$ cat config.mk
export PLATFORM = sky130hd
export DESIGN_NAME = pce_top
export DESIGN_NICKNAME = d
export VERILOG_FILES = /design/src/shared/pce_pkg.sv /design/src/shared/pce_cfg_if.sv /design/src/logic/pce_core.sv /design/src/logic/pce_mask.sv /design/src/logic/pce_top.sv
export SDC_FILE = /design/constraint.sdc
export NUM_CORES = 1
export LEC_CHECK = 0
export BUFFER_PORTS_ARGS = -buffer_cell sky130_fd_sc_hd__clkbuf_2
export CORE_ASPECT_RATIO = 1.2
export CORE_MARGIN = 4
export CORE_UTILIZATION = 40
export CTS_CLUSTER_DIAMETER = 150
export CTS_CLUSTER_SIZE = 20
export DETAILED_ROUTE_END_ITERATION = 10
export PLACE_DENSITY = 0.67
export SETUP_SLACK_MARGIN = 0.15
export SLEW_MARGIN = 15
export SYNTH_ARGS = -nofsm -noshare
export SYNTH_HDL_FRONTEND = slang
export SYNTH_HIERARCHICAL = 1
export SYNTH_SLANG_ARGS = --single-unit
$ cat constraint.sdc
create_clock -name clk -period 3.5 [get_ports clk]
set_input_delay 0.7 -clock clk [delete_from_list [all_inputs] [get_ports clk]]
set_output_delay 0.7 -clock clk [all_outputs]
set_load 0.02 [all_outputs]
$ cat src/shared/pce_pkg.sv
// Constants, offsets and types of the programmable check engine.
// Assumes a 32-bit AHB-Lite register bus and one 40 MHz clock.
// Overview of operation
// - Length field n-1 gives n-bit accumulator.
// - Top and bottom polynomial terms forced one.
// - Middle terms come from polynomial term registers.
// - Low term bit reads zero, acts one.
// - Data bits above data length ignored.
// - Word staged in shift register, then accumulated.
// - Order bit clear: shift MSb first.
// - Order bit set: shift LSb first.
// - Accumulator writable as seed value.
// - Low data write latches staging register.
// - Data from registers or memory scanner.
package pce_pkg;
    // ****************************************
    // Register map
    // ****************************************
    localparam logic [7:0] PCE_OFS_CTRL = 8'h00;
    localparam logic [7:0] PCE_OFS_POLY = 8'h04;
    localparam logic [7:0] PCE_OFS_DATA_LO = 8'h08;
    localparam logic [7:0] PCE_OFS_DATA_HI = 8'h0c;
    localparam logic [7:0] PCE_OFS_ACC = 8'h10;
    localparam logic [7:0] PCE_OFS_STAT = 8'h14;
    localparam logic [7:0] PCE_OFS_SHIFT = 8'h18;
    // ****************************************
    // Control field layout
    // ****************************************
    localparam int PCE_POLY_LEN_LSB = 0;
    localparam int PCE_DATA_LEN_LSB = 4;
    localparam int PCE_ORDER_BIT = 8;
    localparam int PCE_SRC_BIT = 9;
    localparam int PCE_EN_BIT = 10;
    localparam int PCE_CTRL_W = 11;
    localparam int PCE_BYTE_W = 8;
    localparam int PCE_W = 16;
    localparam logic [3:0] PCE_LEN_RST = 4'hf;
    localparam logic [15:0] PCE_ZERO16 = 16'h0000;
    localparam logic [3:0] PCE_CNT_ZERO = 4'h0;
    typedef enum logic [1:0] {PCE_IDLE, PCE_SHIFT} pce_state_t;
endpackage : pce_pkg

$ cat src/shared/pce_cfg_if.sv
// Configuration carrier from the register block to the shift core.
// Assumes one clock domain.
`timescale 1ns/1ps
`default_nettype none
interface pce_cfg_if;
    import pce_pkg::*;
    logic [3:0] poly_length_field;
    logic [3:0] data_length_field;
    logic bit_order_select;
    logic [15:0] poly_term_regs;
    logic [15:0] word;
    logic load;
    logic seed_we;
    logic [15:0] seed;
    logic busy;
    logic [15:0] check_accumulator;
    logic [15:0] staging_shift_reg;
    modport regs (output poly_length_field, data_length_field, bit_order_select,
                  poly_term_regs, word, load, seed_we, seed,
                  input busy, check_accumulator, staging_shift_reg);
    modport core (input poly_length_field, data_length_field, bit_order_select,
                  poly_term_regs, word, load, seed_we, seed,
                  output busy, check_accumulator, staging_shift_reg);
endinterface : pce_cfg_if
`default_nettype wire

$ cat src/logic/pce_core.sv
// Staging register and bit-serial accumulator.
// Assumes one load at a time; loads while busy are dropped.
`timescale 1ns/1ps
`default_nettype none
module pce_core
    import pce_pkg::*;
(
    input wire logic clk, // System clock
    input wire logic sys_rst, // Async reset, high
    pce_cfg_if.core cfg // Configuration and state
);
    pce_state_t state_r;
    logic [15:0] shift_r;
    logic [15:0] acc_r;
    logic [3:0] cnt_r;
    logic [15:0] amask;
    logic [15:0] dmask;
    logic [15:0] poly;
    logic in_bit;
    logic fb;
    logic [15:0] acc_nxt;

    pce_mask u_amask (.len(cfg.poly_length_field), .mask(amask));
    pce_mask u_dmask (.len(cfg.data_length_field), .mask(dmask));

    // ****************************************
    // Polynomial and feedback
    // ****************************************
    always_comb begin
        poly = (cfg.poly_term_regs | 16'h0001) & amask;
        in_bit = cfg.bit_order_select ? shift_r[0]
                                      : shift_r[cfg.data_length_field];
        fb = in_bit ^ acc_r[cfg.poly_length_field];
        acc_nxt = {acc_r[14:0], 1'b0} & amask;
        if (fb) begin
            acc_nxt = acc_nxt ^ poly;
        end
    end

    // ****************************************
    // Sequencer
    // ****************************************
    always_ff @(posedge clk or posedge sys_rst) begin
        if (sys_rst) begin
            state_r <= PCE_IDLE;
            cnt_r <= PCE_CNT_ZERO;
        end else begin
            case (state_r)
                PCE_IDLE: begin
                    if (cfg.load) begin
                        state_r <= PCE_SHIFT;
                        cnt_r <= cfg.data_length_field;
                    end
                end
                PCE_SHIFT: begin
                    if (cnt_r == PCE_CNT_ZERO) begin
                        state_r <= PCE_IDLE;
                    end
                    cnt_r <= cnt_r - 4'h1;
                end
                default: state_r <= PCE_IDLE;
            endcase
        end
    end

    always_ff @(posedge clk or posedge sys_rst) begin
        if (sys_rst) begin
            shift_r <= PCE_ZERO16;
        end else if (state_r == PCE_IDLE && cfg.load) begin
            shift_r <= cfg.word & dmask;
        end else if (state_r == PCE_SHIFT) begin
            shift_r <= cfg.bit_order_select ? {1'b0, shift_r[15:1]} : {shift_r[14:0], 1'b0};
        end
    end

    always_ff @(posedge clk or posedge sys_rst) begin
        if (sys_rst) begin
            acc_r <= PCE_ZERO16;
        end else if (cfg.seed_we && state_r == PCE_IDLE) begin
            acc_r <= cfg.seed & amask;
        end else if (state_r == PCE_SHIFT) begin
            acc_r <= acc_nxt;
        end else begin
            // Drop bits above a shrunk width
            acc_r <= acc_r & amask;
        end
    end

    assign cfg.busy = (state_r == PCE_SHIFT);
    assign cfg.check_accumulator = acc_r;
    assign cfg.staging_shift_reg = shift_r;

    a_shift_len: assert property (@(posedge clk) disable iff (sys_rst)
        (state_r == PCE_IDLE && cfg.load && cfg.data_length_field == 4'h7)
        |=> cfg.busy [*8] ##1 !cfg.busy) else $error("Shift length wrong");
    a_acc_width: assert property (@(posedge clk) disable iff (sys_rst)
        (acc_r & ~amask) == PCE_ZERO16 || $changed(cfg.poly_length_field))
        else $error("Accumulator above width");
    a_seed_take: assert property (@(posedge clk) disable iff (sys_rst)
        (cfg.seed_we && !cfg.busy) |=> acc_r == ($past(cfg.seed) & $past(amask)))
        else $error("Seed not taken");
    a_load_mask: assert property (@(posedge clk) disable iff (sys_rst)
        (cfg.load && !cfg.busy) |=> shift_r == ($past(cfg.word) & $past(dmask)))
        else $error("Staging load wrong");
    a_poly_ends: assert property (@(posedge clk) disable iff (sys_rst)
        poly[0] == 1'b1) else $error("Low term not forced");
    a_fb_xor: assert property (@(posedge clk) disable iff (sys_rst)
        (cfg.busy && fb && !cfg.seed_we) |=> acc_r[0] == 1'b1)
        else $error("Feedback xor missing");
    a_msb_first: assert property (@(posedge clk) disable iff (sys_rst)
        (cfg.busy && !cfg.bit_order_select) |=> shift_r == {$past(shift_r[14:0]), 1'b0})
        else $error("MSb order wrong");
    a_lsb_first: assert property (@(posedge clk) disable iff (sys_rst)
        (cfg.busy && cfg.bit_order_select) |=> shift_r[15] == 1'b0)
        else $error("LSb shift wrong");
endmodule : pce_core
`default_nettype wire

$ cat src/logic/pce_mask.sv
// Width mask generator: ones in bits 0..len.
// Assumes pure combinational use.
`timescale 1ns/1ps
`default_nettype none
module pce_mask
    import pce_pkg::*;
(
    input wire logic [3:0] len, // Length minus one
    output logic [15:0] mask // Ones up to len
);
    genvar i;
    generate
        for (i = 0; i < PCE_W; i++) begin : g_m
            assign mask[i] = (i <= int'(len));
        end
    endgenerate
endmodule : pce_mask
`default_nettype wire

$ cat src/logic/pce_top.sv
// AHB-Lite register block of the programmable check engine.
// Assumes single word transfers and one slave; scanner words come in by valid/ready.
`timescale 1ns/1ps
`default_nettype none
module pce_top
    import pce_pkg::*;
(
    input wire logic clk, // System clock
    input wire logic sys_rst, // Async reset, high
    input wire logic hsel, // Slave select
    input wire logic [7:0] haddr, // Byte address
    input wire logic [1:0] htrans, // Transfer type
    input wire logic hwrite, // Write when high
    input wire logic [2:0] hsize, // Transfer size
    input wire logic [31:0] hwdata, // Write data
    input wire logic hready, // Bus ready
    output logic hreadyout, // Slave ready
    output logic hresp, // Always OKAY
    output logic [31:0] hrdata, // Read data
    input wire logic [15:0] scan_word, // Scanner word
    input wire logic scan_valid, // Scanner word valid
    output logic scan_ready // Engine takes scanner word
);
    pce_cfg_if cfg ();

    logic [PCE_CTRL_W-1:0] ctrl_r;
    logic [15:0] poly_r;
    logic [7:0] dlo_r;
    logic [7:0] dhi_r;
    logic wr_ph_r;
    logic [7:0] addr_r;
    logic [31:0] hrdata_r;
    logic [31:0] rd_nxt;
    logic take;
    logic src_scan;
    logic enable;
    logic lo_wr;
    logic acc_wr;

    // ****************************************
    // Bus address phase
    // ****************************************
    assign take = hsel && hready && htrans[1];
    assign hreadyout = 1'b1;
    assign hresp = 1'b0;
    assign hrdata = hrdata_r;

    always_ff @(posedge clk or posedge sys_rst) begin
        if (sys_rst) begin
            wr_ph_r <= 1'b0;
            addr_r <= 8'h00;
        end else begin
            wr_ph_r <= take && hwrite;
            addr_r <= take ? haddr : addr_r;
        end
    end

    always_comb begin
        rd_nxt = 32'h0000_0000;
        case (haddr)
            PCE_OFS_CTRL: rd_nxt = {21'h0, cfg.busy, ctrl_r[PCE_EN_BIT-1:0]};
            PCE_OFS_POLY: rd_nxt = {16'h0000, poly_r[15:1], 1'b0};
            PCE_OFS_DATA_LO: rd_nxt = {24'h000000, dlo_r};
            PCE_OFS_DATA_HI: rd_nxt = {24'h000000, dhi_r};
            PCE_OFS_ACC: rd_nxt = {16'h0000, cfg.check_accumulator};
            PCE_OFS_STAT: rd_nxt = {31'h0, cfg.busy};
            PCE_OFS_SHIFT: rd_nxt = {16'h0000, cfg.staging_shift_reg};
            default: rd_nxt = 32'h0000_0000;
        endcase
    end

    always_ff @(posedge clk or posedge sys_rst) begin
        if (sys_rst) begin
            hrdata_r <= 32'h0000_0000;
        end else if (take && !hwrite) begin
            hrdata_r <= rd_nxt;
        end
    end

    // ****************************************
    // Register writes
    // ****************************************
    assign lo_wr = wr_ph_r && addr_r == PCE_OFS_DATA_LO;
    assign acc_wr = wr_ph_r && addr_r == PCE_OFS_ACC;

    always_ff @(posedge clk or posedge sys_rst) begin
        if (sys_rst) begin
            ctrl_r <= {3'h0, PCE_LEN_RST, PCE_LEN_RST};
            poly_r <= PCE_ZERO16;
            dlo_r <= 8'h00;
            dhi_r <= 8'h00;
        end else if (wr_ph_r) begin
            case (addr_r)
                PCE_OFS_CTRL: ctrl_r <= hwdata[PCE_CTRL_W-1:0];
                PCE_OFS_POLY: poly_r <= {hwdata[15:1], 1'b0};
                PCE_OFS_DATA_LO: dlo_r <= hwdata[7:0];
                PCE_OFS_DATA_HI: dhi_r <= hwdata[7:0];
                default: ctrl_r <= ctrl_r;
            endcase
        end
    end

    // ****************************************
    // Source select and core link
    // ****************************************
    assign src_scan = ctrl_r[PCE_SRC_BIT];
    assign enable = ctrl_r[PCE_EN_BIT];
    assign scan_ready = enable && src_scan && !cfg.busy && !acc_wr;

    assign cfg.poly_length_field = ctrl_r[PCE_POLY_LEN_LSB+3:PCE_POLY_LEN_LSB];
    assign cfg.data_length_field = ctrl_r[PCE_DATA_LEN_LSB+3:PCE_DATA_LEN_LSB];
    assign cfg.bit_order_select = ctrl_r[PCE_ORDER_BIT];
    assign cfg.poly_term_regs = poly_r;
    assign cfg.word = src_scan ? scan_word : {dhi_r, hwdata[7:0]};
    assign cfg.load = enable && (src_scan ? (scan_valid && scan_ready)
                                          : lo_wr);
    assign cfg.seed_we = acc_wr;
    assign cfg.seed = hwdata[15:0];

    pce_core u_core (.clk(clk), .sys_rst(sys_rst), .cfg(cfg));

    a_lo_triggers: assert property (@(posedge clk) disable iff (sys_rst)
        (lo_wr && enable && !src_scan && !cfg.busy) |=> cfg.busy)
        else $error("Low write did not start");
    a_poly_lsb: assert property (@(posedge clk) disable iff (sys_rst)
        poly_r[0] == 1'b0) else $error("Poly low bit stored");
endmodule : pce_top
`default_nettype wire

Word-level counts from Yosys, hierarchy flattened
Index checks and enable logic that the tools add are counted.
Storage, ports and cells
  flip-flop bits (word level): 121
  input bits: 67
  logic and storage cells: 111
  output and inout port bits: 35
Cells by class
  add/subtract/negate cells: 1
  reductions and logical operators: 28
  magnitude comparators: 32
  bitwise gates (word level): 7
  muxes and demuxes: 19
  equality and inequality tests: 13
Operators with widths (count)
  $mux W16: 7
  $pmux W16 S7: 1
  $and A16 B16 Y16: 5
  $le A4 B4 Y1 const A: 16
  $eq A8 B4 Y1 const B: 4
  $eq A8 B5 Y1 const B: 4
  $le A3 B4 Y1 const A: 8
  $eq A8 B3 Y1 const B: 2
  $le A2 B4 Y1 const A: 4
  $logic_not A8 Y1: 2
  $xor A16 B16 Y16: 1
  $logic_and A1 B1 Y1: 13
  $reduce_and A2 Y1: 6
  $lt A4 B5 Y1 const B: 2
  $bmux W1 S4: 2
  $le A1 B4 Y1 const A: 2
  $pmux W4 S2: 1
  $logic_not A4 Y1: 1
  $mux W1: 4
  $mux W2: 2
  $mux W4: 1
  $ne A2 B1 Y1 const B: 2
  $pmux W2 S2: 1
  $reduce_bool A2 Y1: 2
  other kinds (5): 7

Longest topological paths before layout
Gate-level depths: netlist of the first run.
  depth after elaboration: 9
  mapped depth: 9
  mapped depth without buffers: 8

By module
Netlist of the first run, hierarchy kept.
Modules (own cells, without submodules)
  pce_top: instances 1, sequential area each 1686.6 sq um, cells an instance 298, area an instance 3538.4 sq um
  pce_core: instances 1, sequential area each 925.9 sq um, cells an instance 260, area an instance 2487.4 sq um
  pce_mask: instances 2, sequential area each 0.0 sq um, cells an instance 26, area an instance 145.1 sq um

Worst setup path before layout of the first run
OpenSTA, ideal clock, no wires.
  path kind: reg-to-reg
  from: register addr_r[0]
  to: register u_core.cnt_r[3]
  arrival: 2553 ps
  data required time: 3364 ps
  clock period less this slack: 2689 ps
  cell stages (with the launch flop): 9
  setup time: 136 ps
  slack: 811 ps
  path buffers: 2
  cells stage by stage: dfrtp_1 or4_4 nor4_4 nand3b_2 o32ai_1 clkbuf_1 clkbuf_1 mux2i_1 o21ai_0
Between the ends
  cells in the longest elaborated chain, start to end: 9
  elaborated cells between the ends (all ways): 11
  classes of those cells: eq/ne (3); mux (1); reduce/logical (7)
RTL lines
  start: declaration: RTL line pce_top.sv:31  | logic [7:0] addr_r;
  start signal: assignment: RTL line pce_top.sv:54  | addr_r <= take ? haddr : addr_r;
  $eq A8 B5 Y1: RTL line pce_top.sv:84  | assign acc_wr = wr_ph_r && addr_r == PCE_OFS_ACC;
  $logic_and A1 B1 Y1: RTL line pce_top.sv:84
  $logic_not A1 Y1: RTL line pce_top.sv:108  | assign scan_ready = enable && src_scan && !cfg.busy && !acc_wr;
  $logic_and A1 B1 Y1: RTL line pce_top.sv:108
  $logic_and A1 B1 Y1: RTL line pce_top.sv:115  | assign cfg.load = enable && (src_scan ? (scan_valid && scan_ready)
  $mux W1 (*): RTL line pce_top.sv:115
  $logic_and A1 B1 Y1 (*): RTL line pce_top.sv:115
  net cfg.load: RTL line pce_cfg_if.sv:12  | logic load;
  $ne A2 B1 Y1 (no source line) (*)
  $reduce_and A2 Y1 (no source line) (*)
  end signal: assignment: RTL line pce_core.sv:52  | cnt_r <= cfg.data_length_field;
  end signal: assignment: RTL line pce_core.sv:59  | cnt_r <= cnt_r - 4'h1;
  end: declaration: RTL line pce_core.sv:15  | logic [3:0] cnt_r;
Mark *: on every way through the listed nets, which the timed path passes. The rest lies on a longest branch.
A chain may end at the register's enable or synchronous reset.

Worst setup path in the final report of the first run
  from: register addr_r[0]
  to: register u_core.shift_r[1] (netlist: u_core/cfg.staging_shift_reg[1])
Between the ends
  cells in the longest elaborated chain, start to end: 9
  elaborated cells between the ends (all ways): 12
  classes of those cells: eq/ne (2); mux (2); reduce/logical (8)
RTL lines
  $eq A8 B5 Y1: RTL line pce_top.sv:84
  $logic_and A1 B1 Y1: RTL line pce_top.sv:84
  $logic_not A1 Y1: RTL line pce_top.sv:108
  $logic_and A1 B1 Y1: RTL line pce_top.sv:108
  $logic_and A1 B1 Y1: RTL line pce_top.sv:115
  $mux W1 (*): RTL line pce_top.sv:115
  $logic_and A1 B1 Y1 (*): RTL line pce_top.sv:115
  net cfg.load: RTL line pce_cfg_if.sv:12
  $logic_and A1 B1 Y1 (*): RTL line pce_core.sv:69  | end else if (state_r == PCE_IDLE && cfg.load) begin
  $mux W16 or $reduce_bool A2 Y1 (tied branches)
  end signal: assignment: RTL line pce_core.sv:70  | shift_r <= cfg.word & dmask;
  end signal: assignment: RTL line pce_core.sv:72  | shift_r <= cfg.bit_order_select ? {1'b0, shift_r[15:1]} : {shift_r[14:0], 1'b0};
  end: declaration: RTL line pce_core.sv:13  | logic [15:0] shift_r;
Marked as above.

==> metrics.md, run 1 <==
| Metric | Value |
|---|---|
| Cts-stage hold buffer count | 0 |
| Util after Layout | 0.450 |
| Vias/cell | 5.75 |
| HPWL Detailed | 12300 um |
| CTS tree | yes |
| IO Pins | a little over 100 |
| Longest Clk Path Bufs | 2 |
| Crit. End Element | flop |
| Mapped Area | approximately 0.0063 mm2 |
| Latest clock arrival within the worst-skew pair | between 0.3 and 0.4 ns |
| Static leakage | 3.20 nW |
| CP arrival | between 3 and 4 ns |
| Clk pin slew, worst setup/hold paths | approximately 0.070 ns |
| Drt drc | 0 |
| Final Cycle Share | 0.845 |
| CP max FO | 38 |
| Layout Nets | a little over 700 |
| RSZ-0062 raised after global routing | no |
| Biggest area consumer among synthesized cells | dfrtp_1 |
| Post-route clock skew | about 0.0053 ns |
| Total power | ~0.0042 W |
| Fillers | 1440 |
| Vias | about 5000 |
| Global-route wire length before repair | 27200 um |
| Post-synth EDFFs | 0 |
| GRT Total Usage | 0.195 |
| Ys async rst share | 1.00 |
| Relative slew slack | 0.317 |
| Post-Layout Cell Count | 861 |
| Clock Sinks | approximately 100 |
| Ant. Diodes | 0 |
| Max IR drop VDD | 0.253 mV |
| Number of global-route vias before repair | 4957 |
| Setup TNS | 0 ns |
| Gpl congestion | ~0.9 |
| CP Class | reg -> reg |
| Std-Cell Rows | 50 |
| Post-synth top area share | 0.380 |
| CP required | 3.70 ns |
| Final setup fails | 0 |
| Height of the die | approximately 150 um |
| DRT iter0 DRCs | roughly 330 |
| Worst Tran Pin Value | slightly above 1 ns |
| MaxCap Viol Count | 0 |
| Port Buffers | between 60 and 70 |
| Comb pwr share | 0.326 |
| Final wirelength | about 17000 um |
| Inst Count DP | ~850 |
| H-tree Lvls | 3 |
| Pre-Repair DR Iteration Count | 5 |
| Cts repair resizes | 0 |
| Post-route minimum period | slightly below 3 ns |
| Synthesized area per cell | 10.4 um2 |
| Initial Util | 0.405 |
| Pwr Density | between 500 and 600 mW/mm2 |
| Worst Hold Margin | 0.262 ns |
| Grt ovf | 0 |
| Worst hold path type | in -> async |
| Ys Warns | 6 |
| # Post-CTS Setup Buffers | 0 |
| Mapped Cells | 610 |
| Final Hold Fails | 0 |
| Die Wd | 123 um |
| Commonest non-fill, non-tap cells in the layout | dfrtp_1 (95), mux2_2 (80), clkbuf_2 (63) |
| Die outline area | between 0.015 and 0.02 mm2 |
| Achievable clock frequency | 338 MHz |
| Final Slew Violations | 0 |
| Synth cell types | between 50 and 60 |
| Routed wire per std cell | 20.1 um |
| Seq pwr share | 0.437 |
| Switching power share of the total | 0.370 |
| Final ANT Viol Nets | 0 |
| Ys flop type | dfrtp_1 |
| Root buffer cell | clkbuf_16 |
| Most common cell after layout, fill and taps aside | dfrtp_1 |
| Largest cells by area after synthesis | dfrtp_1 (38%), mux2_2 (14%), mux2i_1 (7.9%) |
| Total CTS buffers | 9 |
| Outcome | complete, no violations |
| Int Pwr | between 0.002 and 0.003 W |
| Initial antenna violation count | 1 |
| Clk network pwr share | 0.237 |
| Number of synthesized register bits | ~100 |
| Largest net degree at the start of global routing | 63 |
| Sequential element share of the synthesized area | 0.414 |
| Sw power | around 0.0016 W |
| Layout area overhead | 10.9% |
| Share of cells above drive strength 1 | 0.306 |
| Worst setup SP type | flop |
| Core footprint | approximately 0.016 mm2 |
-- power by group through the flow --
stage	sequential (W)	clock (W)	combinational, W
4_1_cts	0.00183	0.00101	0.00136
5_1_grt	0.00187	0.00105	0.00151
2_1_floorplan	0.00166	0	0.00113
3_3_place_gp	0.00183	0	0.00129
3_5_place_dp	0.00185	0	0.00135
6_report	0.00183	0.000995	0.00137
-- final cells by class --
class	count	area, um2	share of cell area
multi-input cells	430	3320	0.474
flip-flops and latches	104	2610	0.373
repair buffers	74	410	0.0586
well taps	208	260	0.0371
clock buffers	11	253	0.0361
inverters	29	109	0.0155
clock inverters	5	40.0	0.00572
-- path summary, 6_finish.rpt --
| kind | start | to | slack, ns | cells past startpoint |
|---|---|---|---|---|
| min in group clk | hrdata[12] | hrdata[12] | 0.49 | 2 |
| hold / removal | sys_rst | hrdata[14] | 0.26 | 2 |
| hold reg to reg | hrdata[12] | hrdata[12] | 0.49 | 2 |
| max in group asynchronous | sys_rst | dlo_r[5] | 2.24 | 3 |
| setup / recovery | addr_r[0] | u_core/cfg.staging_shift_reg[1] | 0.54 | 8 |
| setup reg to reg | addr_r[0] | u_core/cfg.staging_shift_reg[1] | 0.54 | 8 |
-- synth_stat cells, types with 2 or more instances --
cell type  instances
a21o_2             2
o21a_1             2
mux4_1             2
mux2_2            80
or3_1             17
a31oi_1           19
nand3b_1           2
buf_6              4
dfstp_2            8
buf_4             22
o22ai_1            6
nor4_1             4
nand2_1           31
nand4b_1           2
mux2i_1           50
and3_2             2
nand3_1            7
a311oi_1          14
nand4_1            2
a211o_1            5
o31a_2             2
a2bb2oi_1          5
nand2b_1           4
mux4_2             5
nor2_1            20
a31o_2             2
a32oi_1            4
a21oi_1           24
and3_1             8
nor2b_1           20
inv_1             29
o21ai_0           49
nor3_1             4
clkbuf_1          27
buf_2              8
dfrtp_1           96
conb_1             4
-- logic make-up (layout without fill, tap and decap cells) --
| kind of cell | Yosys count | in the layout | synth area share |
|---|---|---|---|
| flip-flops | 104 | 104 | 0.414 |
| XOR/XNOR | 2 | 2 | 0.00277 |
| AO/OA/AOI/OAI | 140 | 140 | 0.142 |
| buffers and inverters | 92 | 119 | 0.0743 |
| other | 4 | 20 | 0.00238 |
| adder cells (fa/ha/maj) | 1 | 1 | 0.00198 |
| multiplexers | 137 | 137 | 0.248 |
| AND/OR/NAND/NOR | 130 | 130 | 0.115 |
-- per-layer routing --
layer / part of all wire / vias to the layer above / GRT usage
met2: 0.49 / 182 / 0.313
li1: - / 2271 / -
met5: 0 / - / 0
met4: 0.038 / 0 / 0.0885
met3: 0.049 / 36 / 0.0350
met1: 0.42 / 2461 / 0.254
-- metrics by stage --
stage	setup WS, ns	area [um2]
after floorplan	0.811	6380
after global placement	0.650	6710
after detailed placement	0.515	6710
after CTS	0.533	7010
after global routing	0.302	7010
final	0.543	7010
-- critical path, cell delays in order, from the launching register on --
cell and delay [ns]:
dfrtp_1 0.38, or4_4 0.56, nor4_4 0.30, nand3b_2 0.32, o32ai_4 0.29, buf_4 0.39
nor2b_1 0.11, a311oi_1 0.32, a21oi_1 0.09
(Power assumes the default switching activity.)
==> inputs of run 2 (changes only) <==
==> constraint.sdc (replaced) <==
create_clock -name clk -period 3 [get_ports clk]
set_input_delay 0.6 -clock clk [delete_from_list [all_inputs] [get_ports clk]]
set_output_delay 0.6 -clock clk [all_outputs]
set_load 0.02 [all_outputs]
==> run 2 against run 1 <==
Net effect:
- sequential share of layout area is 0.45 points lower
- first-iteration DRC count decreased by 12%
- critical path depth fell by 1
- via count up 0.34%
- worst setup slack lost 0.15 ns
- critical path type unchanged
- largest power group unchanged
==> metrics.md, run 2 (synthesized netlist as in run 1, its figures left out) <==
| Metric | Value |
|---|---|
| Drt drc | 0 |
| Ant. Diodes | 0 |
| Die outline area | about 0.018 mm2 |
| Largest net degree at the start of global routing | 70 |
| Worst setup SP type | flop |
| Worst hold path type | in -> async |
| Gpl congestion | between 0.8 and 0.9 |
| Height of the die | 146 um |
| Routed wire per std cell | 19.8 um |
| Longest Clk Path Bufs | 2 |
| Crit. End Element | flop |
| Share of cells above drive strength 1 | 0.313 |
| Initial Util | 0.405 |
| Final wirelength | roughly 17000 um |
| Layout area overhead | 12.3% |
| Core footprint | approximately 0.016 mm2 |
| Final ANT Viol Nets | 0 |
| Setup TNS | 0 ns |
| Clock Sinks | 104 |
| Die Wd | 123 um |
| CP arrival | around 2.9 ns |
| IO Pins | between 100 and 150 |
| Total CTS buffers | 9 |
| CTS tree | yes |
| CP Class | reg -> reg |
| Port Buffers | 63 |
| Worst reg-to-reg path cell count | 7 |
| Static leakage | 3.26 nW |
| GRT Total Usage | 0.200 |
| MaxCap Viol Count | 0 |
| RSZ-0062 raised after global routing | no |
| Pre-Repair DR Iteration Count | 5 |
| Std-Cell Rows | 50 |
| Root buffer cell | clkbuf_16 |
| Relative slew slack | 0.526 |
| Initial antenna violation count | 0 |
| Worst Hold Margin | 0.325 ns |
| Layout Nets | approximately 720 |
| Achievable clock frequency | 383 MHz |
| Final Hold Fails | 0 |
| Latest clock arrival within the worst-skew pair | ~0.36 ns |
| Most common cell after layout, fill and taps aside | dfrtp_1 |
| Number of global-route vias before repair | 5069 |
| Final Cycle Share | 0.870 |
| Grt ovf | 0 |
| Global-route wire length before repair | 28000 um |
| HPWL Detailed | between 10000 and 15000 um |
| H-tree Lvls | 3 |
| Commonest non-fill, non-tap cells in the layout | dfrtp_1 (95), mux2_2 (80), clkbuf_2 (63) |
| Max IR drop VDD | about 0.42 mV |
| DRT iter0 DRCs | roughly 290 |
| Final setup fails | 0 |
| CP required | ~3.3 ns |
| Cts repair resizes | 0 |
| Outcome | complete, no violations |
| CP max FO | 19 |
| Worst Tran Pin Value | between 0.7 and 0.8 ns |
| Post-route minimum period | around 2.6 ns |
| Pwr Density | between 600 and 700 mW/mm2 |
| Final Slew Violations | 0 |
| Clk pin slew, worst setup/hold paths | roughly 0.08 ns |
| Post-route clock skew | between 0.01 and 0.015 ns |
| Cts-stage hold buffer count | 0 |
| Vias | 4967 |
| Vias/cell | 5.72 |
| # Post-CTS Setup Buffers | 0 |
==> run 2: cell count changes in the layout (fill, tap and decap cells not counted), sizes merged <==
cell      before  now
inv           29   30
bufinv         0    1
buf           11   19
clkinvlp       3    1
==> run 2: routing by layer <==
layer | global-route usage | vias to the layer above | part of all wire
li1 | - | 2297 | -
met1 | 0.264 | 2500 | 0.43
met2 | 0.330 | 139 | 0.51
met3 | 0.0280 | 31 | 0.040
met4 | 0.0751 | 0 | 0.029
met5 | 0 | - | 0
==> run 2: cell type report <==
type | count | area [um2]
Inverter | 29 | 109
Tap cell | 208 | 260
Multi-Input combinational cell | 430 | 3320
Fill cell | 1448 | 8490
Clock buffer | 11 | 243
Timing Repair Buffer | 82 | 483
Sequential cell | 104 | 2610
Clock inverter | 5 | 63.8
==> run 2: power breakdown <==
part	internal, W	switching, W	leakage (nW)	total (W)
Clock	0.000677	0.000559	0.146	0.00124
Sequential	0.00170	0.000420	1.27	0.00212
Combinational	0.000766	0.000843	1.84	0.00161
==> run 2: path summary, 6_finish.rpt <==
kind / startpoint / endpoint / slack, ns
max: ctrl_r[5] / u_core/cfg.check_accumulator[3] / 0.39
min: sys_rst / cfg.poly_term_regs[13] / 0.32
max reg2reg: ctrl_r[5] / u_core/cfg.check_accumulator[3] / 0.39
min reg2reg: hrdata[14] / hrdata[14] / 0.49
max in group asynchronous: sys_rst / ctrl_r[1] / 1.97
min in group clk: hwrite / wr_ph_r / 0.47
==> run 2: worst max-delay path: stages, from the launching register on <==
cell	delay [ns]
dfstp_2	0.79
mux2i_1	0.16
mux4_2	0.48
a221oi_2	0.26
xnor2_1	0.13
buf_4	0.21
or3_1	0.31
a31oi_1	0.17
==> run 2: metrics by stage <==
| stage | power [W] | area [um2] | util | cells | setup WS (ns) |
|---|---|---|---|---|---|
| after detailed placement | 0.00373 | 6790 | 0.436 | 853 | 0.436 |
| final | 0.00496 | 7090 | 0.455 | 869 | 0.390 |
| after CTS | 0.00496 | 7090 | 0.455 | 869 | 0.395 |
| after global routing | 0.00524 | 7090 | 0.455 | 869 | 0.231 |
| after floorplan | 0.00325 | 6380 | - | 626 | 0.311 |
| after global placement | 0.00364 | 6790 | 0.436 | 853 | 0.475 |
==> inputs of run 3 (changes only) <==
--- a/config.mk
+++ b/config.mk
@@ -5,6 +5,7 @@
 export SDC_FILE = /design/constraint.sdc
 export NUM_CORES = 1
 export LEC_CHECK = 0
+export ABC_AREA = 1
 export BUFFER_PORTS_ARGS = -buffer_cell sky130_fd_sc_hd__clkbuf_2
 export CORE_ASPECT_RATIO = 1.2
 export CORE_MARGIN = 4
@@ -12,7 +13,7 @@
 export CTS_CLUSTER_DIAMETER = 150
 export CTS_CLUSTER_SIZE = 20
 export DETAILED_ROUTE_END_ITERATION = 10
-export PLACE_DENSITY = 0.67
+export PLACE_DENSITY = 0.66
 export SETUP_SLACK_MARGIN = 0.15
 export SLEW_MARGIN = 15
 export SYNTH_ARGS = -nofsm -noshare
==> run 3 against run 2 <==
Net effect:
- routed wire length rose by 20%
- count of clock-buffer cells in the layout is 1 higher
- sequential share of layout area shrank 2.3 points
- first-iteration DRC count rose by 110%
- final cell count rose by 42%
- utilization is 0.70 points lower
- total power grew 37%
- non-clock buffer count fell by 7
- highest routed layer unchanged
==> metrics.md, run 3 <==
| Metric | Value |
|---|---|
| Outcome | complete, no violations |
| Post-route clock skew | ~0.012 ns |
| Gpl congestion | around 0.93 |
| Largest delay share family, worst path | buffers and inverters |
| Drt drc | 0 |
| Mapped Cells | roughly 960 |
| Synth cell types | 43 |
| Synthesized area per cell | between 7 and 8 um2 |
| Worst Tran Pin Value | 0.818 ns |
| Number of global-route vias before repair | between 6000 and 7000 |
| CP max FO | 21 |
| Die Wd | ~130 um |
| CP required | 3.25 ns |
| Relative slew slack | 0.453 |
| Grt ovf | 0 |
| Global-route wire length before repair | between 30000 and 40000 um |
| Cell repeated most along the worst path | buf_4 |
| Ys Warns | 6 |
| Final Hold Fails | 0 |
| Cts-stage hold buffer count | 0 |
| Vias | ~6400 |
| Share of cells above drive strength 1 | 0.177 |
| Slowest-stage cell, CP | clkinv_1 |
| Final wirelength | approximately 21000 um |
| Post-route minimum period | around 2.5 ns |
| CP cell instances | buf_4 > clkinv_1 > nand2_1 > buf_4 > inv_1 > a31oi_1 > a21oi_2 |
| Final Slew Violations | 0 |
| Std-Cell Rows | 52 |
| Post-route cell area | about 0.0076 mm2 |
| Dpl ws | 0.518 ns |
| Sequential element share of the synthesized area | 0.381 |
| Final setup fails | 0 |
| Largest cells by area after synthesis | dfrtp_1 (35%), nand2_1 (16%), nand3_1 (9.3%) |
| Final worst setup slack | around 0.48 ns |
| CTS tree | yes |
| Commonest non-fill, non-tap cells in the layout | nand2_1 (291), nand3_1 (128), dfrtp_1 (96) |
| Achievable clock frequency | between 300 and 400 MHz |
| Placed cell areas | approximately 0.0073 mm2 |
| Final ANT Viol Nets | 0 |
| Die outline area | 0.0193 mm2 |
| Vias/cell | 5.23 |
| Layout area overhead | 10.0% |
| Post-synth EDFFs | 0 |
| Core footprint | ~0.017 mm2 |
| Slowest stage delay, CP | 0.54 ns |
| # Post-CTS Setup Buffers | 0 |
| DRT iter0 DRCs | approximately 590 |
| Layout Nets | between 1000 and 1500 |
| Max IR drop VDD | between 0.3 and 0.4 mV |
| Worst setup SP type | flop |
| Ys async rst share | 1.00 |
| Biggest area consumer among synthesized cells | dfrtp_1 |
| Mapped Area | ~0.007 mm2 |
| Latest clock arrival within the worst-skew pair | 0.37 ns |
| HPWL Detailed | between 15000 and 20000 um |
| Ys flop type | dfrtp_1 |
| Height of the die | roughly 150 um |
| CP arrival | about 2.8 ns |
| Final Cycle Share | 0.841 |
| Clk pin slew, worst setup/hold paths | 0.07 ns |
| GRT Total Usage | 0.219 |
| IO Pins | 102 |
| Initial Util | 0.407 |
| RSZ-0062 raised after global routing | no |
| H-tree Lvls | 3 |
| Clock Sinks | ~100 |
| Top cells by count, synth | nand2_1 (291), nand3_1 (128), dfrtp_1 (96), inv_1 (87), nor2_1 (51) |
| Ant. Diodes | 0 |
| Post-synth top area share | 0.350 |
| CP Class | reg -> reg |
| Number of synthesized register bits | between 100 and 150 |
| Pre-Repair DR Iteration Count | 5 |
| Port Buffers | 63 |
| Most frequent cell after synthesis | nand2_1 |
| Largest net degree at the start of global routing | 38 |
| Initial antenna violation count | 0 |
| Most common cell after layout, fill and taps aside | nand2_1 |
| Setup TNS | 0 ns |
| Cts repair resizes | 0 |
| Routed wire per std cell | roughly 17 um |
| Static leakage | approximately 4 nW |
| CP Buf/Inv Count | 4 |
| Crit. End Element | flop |
| Root buffer cell | clkbuf_16 |
| Total CTS buffers | 9 |
| Worst hold path type | in -> async |
| Pwr Density | between 900 and 1000 mW/mm2 |
| MaxCap Viol Count | 0 |
| Longest Clk Path Bufs | 2 |
run 3: changes by cell type in the layout (fill, tap and decap cells not counted), sizes merged, moves of 17 or more:
cell,delta
nor2b,-20
mux2i,-50
nor2,+38
mux2,-80
or3,-17
nand3,+139
o21ai,+35
nand2,+285
inv,+69
run 3: through the flow:
stage	cells	hold WS [ns]	total power, W	utilization
after detailed placement	1215	0.469	0.00554	0.430
after global placement	1215	0.464	0.00545	0.430
final	1231	0.309	0.00681	0.448
after CTS	1231	0.326	0.00678	0.448
after global routing	1231	0.359	0.00732	0.448
after floorplan	980	0.456	0.00476	-
run 3: worst paths after layout:
path / from / endpoint / slack, ns / cells after the start
setup / recovery: u_core/state_r[0] / u_core/cfg.check_accumulator[10] / 0.48 / 7
hold / removal: sys_rst / cfg.poly_term_regs[15] / 0.31 / 2
setup reg to reg: u_core/state_r[0] / u_core/cfg.check_accumulator[10] / 0.48 / 7
hold reg to reg: hrdata[12] / hrdata[12] / 0.48 / 2
max in group asynchronous: sys_rst / ctrl_r[5] / 1.88 / 3
min in group clk: hwrite / wr_ph_r / 0.46 / 3
run 3: layout make-up:
cell class	count	area (um2)
fill	1782	9300
inverter	100	385
clock buffer	12	246
clock inverter	4	53.8
multi-input combinational	720	3580
sequential	104	2610
timing repair buffer	75	405
tap	216	270
run 3: cell families (layout without fill, tap and decap cells):
family,after synthesis,after routing,synth area share
other,4,20,0.00219
adder cells (fa/ha/maj),1,1,0.00182
buffers and inverters,156,191,0.107
AND/OR/NAND/NOR,535,535,0.363
XOR/XNOR,15,15,0.0191
flip-flops,104,104,0.381
AO/OA/AOI/OAI,149,149,0.126
run 3: power by group:
| group | internal (W) | leakage, nW | switching (W) |
|---|---|---|---|
| clock | 0.000673 | 0.139 | 0.000560 |
| combinational | 0.00116 | 2.68 | 0.00203 |
| sequential | 0.00181 | 1.19 | 0.000570 |
| total | 0.00365 | 4.00 | 0.00316 |
run 3: layer usage:
metal  wire [um]  GRT usage  up-vias
li1            -          -     3190
met1        8870      0.291     2957
met2        9800      0.365      250
met3        1300     0.0259       47
met4         703     0.0924        0
met5           0          0        -
